===== config.mk =====
export PLATFORM = sky130hd
export DESIGN_NAME = serial_latched_sink_driver
export DESIGN_NICKNAME = d
export VERILOG_FILES = /design/src/shared/sink_driver_pkg.sv /design/src/rtl/latch_fifo.sv /design/src/rtl/serial_latched_sink_driver.sv
export VERILOG_INCLUDE_DIRS = /design/src /design/src/shared
export SDC_FILE = /design/constraint.sdc
export NUM_CORES = 1
export LEC_CHECK = 0
export BUFFER_PORTS_ARGS = -buffer_cell sky130_fd_sc_hd__buf_2
export CAP_MARGIN = 30
export CORE_MARGIN = 2
export CORE_UTILIZATION = 40
export DETAILED_ROUTE_END_ITERATION = 10
export SYNTH_ARGS = -nofsm -noshare
export SYNTH_HDL_FRONTEND = slang
export SYNTH_SLANG_ARGS = --single-unit

===== constraint.sdc =====
create_clock -name clk_sys -period 2.51 [get_ports clk_sys]
set_clock_uncertainty 0.15 [all_clocks]
set_input_delay 0.3765 -clock clk_sys [delete_from_list [all_inputs] [get_ports clk_sys]]
set_output_delay 0.3765 -clock clk_sys [all_outputs]
set_load 0.01 [all_outputs]

===== src/shared/sink_driver_consts.svh =====
// Constants for the serial latched sink driver
`ifndef SINK_DRIVER_CONSTS_SVH
`define SINK_DRIVER_CONSTS_SVH
`define SD_STAGES      8
`define SD_LAST_STAGE  7
`define SD_RESET_BYTE  8'h00
`define SD_FIFO_WIDTH  8
`define SD_FIFO_DEPTH  8
`define SD_SYNC_RESET  3'h0
`define SD_OEN_SYNC_RESET 3'h7
`define SD_CHANNELS    8
`endif


===== src/shared/sink_driver_pkg.sv =====
// Types shared by the sink driver files
package sink_driver_pkg;
  typedef logic [7:0] byte_t;
endpackage : sink_driver_pkg


===== src/rtl/latch_fifo.sv =====
// Parameterised valid/ready FIFO carrying latched bytes
`timescale 1ns/100ps
`default_nettype none
module latch_fifo #(
  parameter int WIDTH = 8,
  parameter int DEPTH = 8
) (
  input  wire logic             clk_sys,   // System clock
  input  wire logic             reset_n,   // Sync reset, active low
  input  wire logic             clk_en,    // Freezes state when low
  input  wire logic             flush,     // Empties the FIFO
  input  wire logic [WIDTH-1:0] in_data,   // Write data
  input  wire logic             in_valid,  // Write request
  output logic                  in_ready,  // Room available
  output logic      [WIDTH-1:0] out_data,  // Head entry
  output logic                  out_valid, // Head valid
  input  wire logic             out_ready  // Reader takes head
);
  localparam int AW = $clog2(DEPTH);
  logic [WIDTH-1:0] mem_q [DEPTH];
  logic [AW-1:0]    wr_q, wr_d, rd_q, rd_d;
  logic [AW:0]      cnt_q, cnt_d;
  logic             push, pop;

  // ****************************************
  // Pointer and count update
  // ****************************************
  always_comb begin
    push  = in_valid && in_ready;
    pop   = out_valid && out_ready;
    wr_d  = wr_q;
    rd_d  = rd_q;
    cnt_d = cnt_q;
    if (flush) begin
      wr_d  = '0;
      rd_d  = '0;
      cnt_d = '0;
    end else begin
      if (push) wr_d = (wr_q == AW'(DEPTH - 1)) ? '0 : wr_q + 1'b1;
      if (pop) rd_d = (rd_q == AW'(DEPTH - 1)) ? '0 : rd_q + 1'b1;
      if (push && !pop) cnt_d = cnt_q + 1'b1;
      else if (pop && !push) cnt_d = cnt_q - 1'b1;
    end
  end

  always_ff @(posedge clk_sys) begin
    if (!reset_n) begin
      wr_q  <= '0;
      rd_q  <= '0;
      cnt_q <= '0;
    end else if (clk_en) begin
      wr_q  <= wr_d;
      rd_q  <= rd_d;
      cnt_q <= cnt_d;
      if (push && !flush) mem_q[wr_q] <= in_data;
    end
  end

  // Honest flags from the count
  assign in_ready  = (cnt_q != (AW+1)'(DEPTH));
  assign out_valid = (cnt_q != '0);
  assign out_data  = mem_q[rd_q];
endmodule : latch_fifo
`default_nettype wire


===== src/rtl/serial_latched_sink_driver.sv =====
// Serial-in shift register, storage register and open-drain sink channels
`timescale 1ns/100ps
`default_nettype none
`include "sink_driver_consts.svh"

// Operation
// - Eight stages shift on rising shift clock
// - Rising latch clock copies stages to storage
// - Low clear zeroes shift, chain, storage and gate flops and empties the queue
// - Storage reaches buffers only while clear high
// - Enable high forces all buffers low
// - Enable low: buffers follow storage directly
// - Bit one sinks current, zero is off
// - Chain output changes on falling shift clock
// - Chain output shows last shift stage
module serial_latched_sink_driver (
  input  wire logic       clk_sys,       // System clock, 100 MHz
  input  wire logic       reset_n,       // Sync reset, active low
  input  wire logic       clk_en,        // Freezes state when low
  input  wire logic       shift_clock,   // Serial shift clock pin
  input  wire logic       latch_clock,   // Storage latch clock pin
  input  wire logic       clear_n,       // Clear pin, active low
  input  wire logic       out_enable_n,  // Output enable pin, active low
  input  wire logic       chain_input,   // Serial data pin
  output logic            chain_output,  // Serial cascade pin
  output logic      [7:0] sink_channel_o,  // Open-drain level, always low
  output logic      [7:0] sink_channel_oe  // High while channel sinks
);
  // ****************************************
  // Pin synchronisers
  // ****************************************
  logic [2:0] sck_q;
  logic [2:0] sck_d;
  logic [2:0] lck_q;
  logic [2:0] lck_d;
  logic [2:0] clr_q;
  logic [2:0] clr_d;
  logic [2:0] oen_q;
  logic [2:0] oen_d;
  logic [2:0] din_q;
  logic [2:0] din_d;
  logic       sck_rise;
  logic       sck_fall;
  logic       lck_rise;
  logic       clr_act;
  logic       oen_act;
  logic       din_s;

  // Three stages, changes counted when second and third differ
  always_comb begin
    sck_d = {sck_q[1:0], shift_clock};
    lck_d = {lck_q[1:0], latch_clock};
    clr_d = {clr_q[1:0], clear_n};
    oen_d = {oen_q[1:0], out_enable_n};
    din_d = {din_q[1:0], chain_input};
  end

  // Synchroniser flops; enable pin starts out disabled
  always_ff @(posedge clk_sys) begin
    if (!reset_n) begin
      sck_q <= `SD_SYNC_RESET;
      lck_q <= `SD_SYNC_RESET;
      clr_q <= `SD_SYNC_RESET;
      oen_q <= `SD_OEN_SYNC_RESET;
      din_q <= `SD_SYNC_RESET;
    end else if (clk_en) begin
      sck_q <= sck_d;
      lck_q <= lck_d;
      clr_q <= clr_d;
      oen_q <= oen_d;
      din_q <= din_d;
    end
  end

  // Edge and level decode from the settled stages
  always_comb begin
    sck_rise = sck_q[1] && !sck_q[2];
    sck_fall = !sck_q[1] && sck_q[2];
    lck_rise = lck_q[1] && !lck_q[2];
    clr_act  = !clr_q[1];
    oen_act  = !oen_q[1];
    din_s    = din_q[2];
  end

  // ****************************************
  // Shift register
  // ****************************************
  sink_driver_pkg::byte_t shift_q;
  sink_driver_pkg::byte_t shift_d;
  sink_driver_pkg::byte_t shift_feed;
  sink_driver_pkg::byte_t store_q;
  sink_driver_pkg::byte_t store_d;
  sink_driver_pkg::byte_t fifo_data;
  logic                   fifo_valid;
  logic                   chain_q;
  logic                   chain_d;

  // Each stage takes its lower neighbour, stage zero takes the pin
  always_comb begin
    shift_feed = {shift_q[`SD_LAST_STAGE-1:0], din_s};
  end

  // One stage per bit: cleared, moved on a seen rising edge, else held
  for (genvar st = 0; st < `SD_STAGES; st++) begin : g_stage
    logic stage_d;

    // Stage next value
    always_comb begin
      stage_d = shift_q[st];
      if (clr_act) begin
        stage_d = 1'b0;
      end else if (sck_rise) begin
        stage_d = shift_feed[st];
      end
    end

    assign shift_d[st] = stage_d;
  end

  // Shift register flops
  always_ff @(posedge clk_sys) begin
    if (!reset_n) begin
      shift_q <= `SD_RESET_BYTE;
    end else if (clk_en) begin
      shift_q <= shift_d;
    end
  end

  // ****************************************
  // Cascade output
  // ****************************************
  // Last stage moves to the chain pin on a seen falling edge
  always_comb begin
    chain_d = chain_q;
    if (clr_act) begin
      chain_d = 1'b0;
    end else if (sck_fall) begin
      chain_d = shift_q[`SD_LAST_STAGE];
    end
  end

  // Chain output flop
  always_ff @(posedge clk_sys) begin
    if (!reset_n) begin
      chain_q <= 1'b0;
    end else if (clk_en) begin
      chain_q <= chain_d;
    end
  end

  // ****************************************
  // Latch queue
  // ****************************************
  // Snapshots queue toward storage; drained every cycle, so never full
  latch_fifo #(
    .WIDTH (`SD_FIFO_WIDTH),
    .DEPTH (`SD_FIFO_DEPTH)
  ) u_fifo (
    .clk_sys   (clk_sys),
    .reset_n   (reset_n),
    .clk_en    (clk_en),
    .flush     (clr_act),
    .in_data   (shift_q),
    .in_valid  (lck_rise && !clr_act),
    .in_ready  (),
    .out_data  (fifo_data),
    .out_valid (fifo_valid),
    .out_ready (1'b1)
  );

  // ****************************************
  // Storage register
  // ****************************************
  // Head of the queue lands in storage; clear wins
  always_comb begin
    store_d = store_q;
    if (clr_act) begin
      store_d = `SD_RESET_BYTE;
    end else if (fifo_valid) begin
      store_d = fifo_data;
    end
  end

  // Storage flops
  always_ff @(posedge clk_sys) begin
    if (!reset_n) begin
      store_q <= `SD_RESET_BYTE;
    end else if (clk_en) begin
      store_q <= store_d;
    end
  end

  // ****************************************
  // Channel gates and pin drive
  // ****************************************
  // Per channel: storage bit passes only while enabled and not cleared
  for (genvar ch = 0; ch < `SD_CHANNELS; ch++) begin : g_channel
    logic on_d;
    logic on_q;

    // Gate next value
    always_comb begin
      on_d = 1'b0;
      if (!clr_act && oen_act) begin
        on_d = store_d[ch];
      end
    end

    // Gate flop
    always_ff @(posedge clk_sys) begin
      if (!reset_n) begin
        on_q <= 1'b0;
      end else if (clk_en) begin
        on_q <= on_d;
      end
    end

    assign sink_channel_oe[ch] = on_q;
  end

  // Cascade pin straight from its flop
  assign chain_output = chain_q;

  // Open drain only ever pulls low
  assign sink_channel_o = `SD_RESET_BYTE;
endmodule : serial_latched_sink_driver
`default_nettype wire


==> impl_metrics.csv <==
group,metric,value,unit
floorplanning,die-width,113.6,um
grt,grt_start_max_net_pins,33,
cells_and_area,seq_area,0.002943,mm^2
sta,fmax,0.4254,GHz
yosys,synth_fa_ha_area_frac,0.01563,
detailed_routing,drt_pass1_iterations,4,
yosys,postSynthAreaPerCell,13.45,um^2
floorplanning,rows,40,
yosys,synth_top_family_by_area,"multiplexers",
detailed_routing,routed_wl,8775,um
grt,antenna_found_initial,0,
yosys,synth.distinct_cells,47,
detailed_routing,wire_per_inst,16.16,um
floorplanning,die_h,113.6,um
grt,grt_pass1_wl,14360,um
cells_and_area,stdcell_area,0.005582,mm^2
min_path,hp-class,"in2reg",
sta,final.period_utilization,0.9365,
yosys,synth_warnings,0,
worst_setup_path,crit_arrival,2.52,ns
place,gp_congestion,0.7862,
sta,fin_crit,2.351,ns
cells_and_area,diodes,0,
worst_setup_path,path_class,"reg2reg",
clocking,cts_max_path_buffers,2,
clocking,clk_latency,0.40,ns
clocking,clock-sinks,115,
clocking,holdBufCountCts,0,
worst_setup_path,startpoint_type,"flop",
yosys,synthXorXnorAreaFrac,0.001823,
place,dp_hpwl,5629,um
yosys,netlist_instances,357,
power_and_ir_drop,p_leak,1.974,nW
clocking,clk_pin_slew,0.06,ns
cells_and_area,finalNetCount,397,
worst_setup_path,crit_top_cell,"nand2_1",
power_and_ir_drop,ir_worst_vdd,0.4975,mV
yosys,ys_seq_area_frac,0.6127,
clocking,cts_tree,"yes",
clocking,post_cts_buffers,0,
floorplanning,die-area,0.01290,mm^2
worst_setup_path,cp_cell_sequence,"nor4_2 -> nand2_1 -> ha_1 -> a21oi_1 -> nand2_1 -> or4b_1 -> a311oi_1",
grt,grt_pass1_vias,2729,
sta,setup_tns,0,ns
yosys,syn_area,0.004803,mm^2
clocking,cts_made_buffers,17,
worst_setup_path,rrSetupSlack,0.16,ns
sta,maxSlewViolCount,0,
worst_setup_path,critPathMaxFanout,6,
yosys,synth-seq-cells,115,
yosys,synth_edf_count,64,
detailed_routing,vias,2813,
sta,worst_pin_slew,0.5824,ns
clocking,cts_resized,0,
worst_setup_path,slowest_delay,0.50,ns
place,placed_cell_area,0.005001,mm^2
worst_setup_path,ff2ff_path_depth,7,
detailed_routing,ant_nets,0,
worst_setup_path,endpoint_kind,"flop",
place,portBuffers,16,
detailed_routing,via_per_inst,5.180,
cells_and_area,fin_util,0.4706,
sta,maxSlewHeadroom,0.6103,
cells_and_area,syn_to_final_growth,16.20,%
power_and_ir_drop,p_per_area,782.0,mW/mm^2
sta,finalSetupViolations,0,
cells_and_area,multiInputGateArea,0.001622,mm^2
worst_setup_path,r2r-end,"u_fifo.cnt_q[3]$_SDFFE_PN0P_",
worst_setup_path,regToRegStartpoint,"u_fifo.cnt_q[1]$_SDFFE_PN0P_",
sta,finalHoldViolations,0,
worst_setup_path,required,2.68,ns
worst_setup_path,crit_path_top_delay_cell,"or4b_1",
min_path,min_path_cells,3,
flow_run,drv_cap,0,
floorplanning,initial_utilization,0.4050,
detailed_routing,drc,0,
grt,track_usage,0.1486,
yosys,synth_compound_area_frac,0.09221,
floorplanning,num_io_pins,25,
yosys,synth-simple-area-share,0.09065,
min_path,hp-start,"out_enable_n",
cells_and_area,drive_gt1_frac,0.1843,
sta,grt_setup_unrepaired,"no",
min_path,holdPathEnd,"oen_q[0]$_SDFFE_PN1P_",
clocking,root_buffer,"clkbuf_16",
power_and_ir_drop,power,0.004365,W
grt,grt.overflow.total,0,
floorplanning,core_area,0.01186,mm^2
worst_setup_path,critPathBufInv,0,
clocking,htreeDepth,4,
outcome,status,"finished, final reports clean",
worst_setup_path,crit_family,"simple AND/OR/NAND/NOR gates",
yosys,synth_flop_cell,"edfxtp_1",
detailed_routing,dr.first_iter.drc_count,189,
cells_and_area,fillers,1044,
yosys,muxShareOfSynthArea,0.1297,
yosys,synthArstFlopShare,0,
-- placed cells by master, fill, tap and decap left out, types with 3 or more instances in the layout --
cell type	instances
mux2i_1	21
o22ai_1	3
buf_2	16
clkbuf_16	17
inv_6	5
dfxtp_1	51
buf_4	21
inv_1	4
nor2_1	33
inv_8	7
o21ai_0	16
and3_1	7
a21oi_1	22
nand3_1	4
nand2_1	13
edfxtp_1	64
a22oi_1	18
or4_1	7
nor3_1	4
ha_1	6
nand2b_1	3
conb_1	8
mux4_1	14
nor2b_1	4
-- where the power goes --
part	switching (W)	internal, W
Clock	0.000980	0.00133
Sequential	0.00000523	0.00198
Combinational	0.0000495	0.0000223
-- cell type report --
class                   count  area share
clock inverters            15     0.02780
well taps                 147     0.03295
repair buffers             37     0.04259
flip-flops and latches    115      0.5272
clock buffers              17     0.07622
inverters                   4    0.002690
multi-input cells         208      0.2905
-- through the flow --
step / setup slack [ns] / std cells / hold WS, ns
after floorplan: 0.02063 / 364 / 0.2913
after global placement: 0.2372 / 511 / 0.3117
after detailed placement: 0.1701 / 511 / 0.3205
after CTS: 0.1518 / 543 / 0.03350
after global routing: 0.02215 / 543 / 0.05647
final: 0.1594 / 543 / 0.04887
-- layer usage --
| layer | vias up | global-route usage | wire length, um |
|---|---|---|---|
| met4 | 0 | 0.06179 | 78 |
| met2 | 52 | 0.2339 | 4229 |
| met5 | - | 0 | 0 |
| met3 | 7 | 0.04570 | 451 |
| li1 | 1397 | - | - |
| met1 | 1357 | 0.1922 | 4016 |
-- worst min-delay path, cell delays in order --
cell     delay (ns)
buf_2          0.08
mux2i_1        0.06
nand2_1        0.06
-- registers in the layout (all words and copies together), names as in the netlist, named ones only --
register and cells:
g_channel.on_q 8, oen_q 2, chain_output 1, shift_q 8, sck_q 3, u_fifo.wr_q 3
clr_q 2, store_q 8, u_fifo.rd_q 3, u_fifo.cnt_q 4, din_q 3, u_fifo.mem_q 64
lck_q 3
-- synthesized netlist by cell type, types with 4 or more instances --
| library cell | number | area, um^2 |
|---|---|---|
| nor2_1 | 33 | 123.9 |
| clkbuf_1 | 9 | 33.78 |
| inv_1 | 4 | 15.01 |
| o21ai_0 | 16 | 80.08 |
| buf_2 | 5 | 25.02 |
| nand3_1 | 4 | 20.02 |
| nor2b_1 | 4 | 25.02 |
| nor3_1 | 4 | 20.02 |
| nand2_1 | 13 | 48.80 |
| a22oi_1 | 18 | 135.1 |
| mux2i_1 | 21 | 210.2 |
| and3_1 | 7 | 43.79 |
| or4_1 | 7 | 52.55 |
| edfxtp_1 | 64 | 1922 |
| mux4_1 | 14 | 367.9 |
| dfxtp_1 | 51 | 1021 |
| buf_4 | 16 | 120.1 |
| a21oi_1 | 22 | 110.1 |
| ha_1 | 6 | 75.07 |
-- logic make-up after synthesis --
| logic type | Yosys count |
|---|---|
| buffers and inverters | 41 |
| xor gates and xnor gates | 1 |
| DFF | 115 |
| other | 1 |
| and+or+nand+nor | 85 |
| AOI/OAI and AO/OA | 71 |
| adders and majority gates | 6 |
| muxes | 37 |
-- worst max path at each step --
| stage | from | end | slack [ns] | cells after the start |
|---|---|---|---|---|
| final | u_fifo.cnt_q[1]$_SDFFE_PN0P_ | u_fifo.cnt_q[3]$_SDFFE_PN0P_ | 0.16 | 7 |
| after global routing | u_fifo.cnt_q[1]$_SDFFE_PN0P_ | u_fifo.cnt_q[3]$_SDFFE_PN0P_ | 0.02 | 7 |
| after CTS | u_fifo.cnt_q[1]$_SDFFE_PN0P_ | u_fifo.cnt_q[3]$_SDFFE_PN0P_ | 0.15 | 7 |
| after detailed placement | u_fifo.cnt_q[1]$_SDFFE_PN0P_ | u_fifo.cnt_q[3]$_SDFFE_PN0P_ | 0.17 | 7 |
| after global placement | u_fifo.cnt_q[3]$_SDFFE_PN0P_ | u_fifo.cnt_q[3]$_SDFFE_PN0P_ | 0.24 | 7 |
| after floorplan | u_fifo.cnt_q[3]$_SDFFE_PN0P_ | u_fifo.cnt_q[3]$_SDFFE_PN0P_ | 0.02 | 9 |
Note: power is estimated with default switching activity, not from simulation.
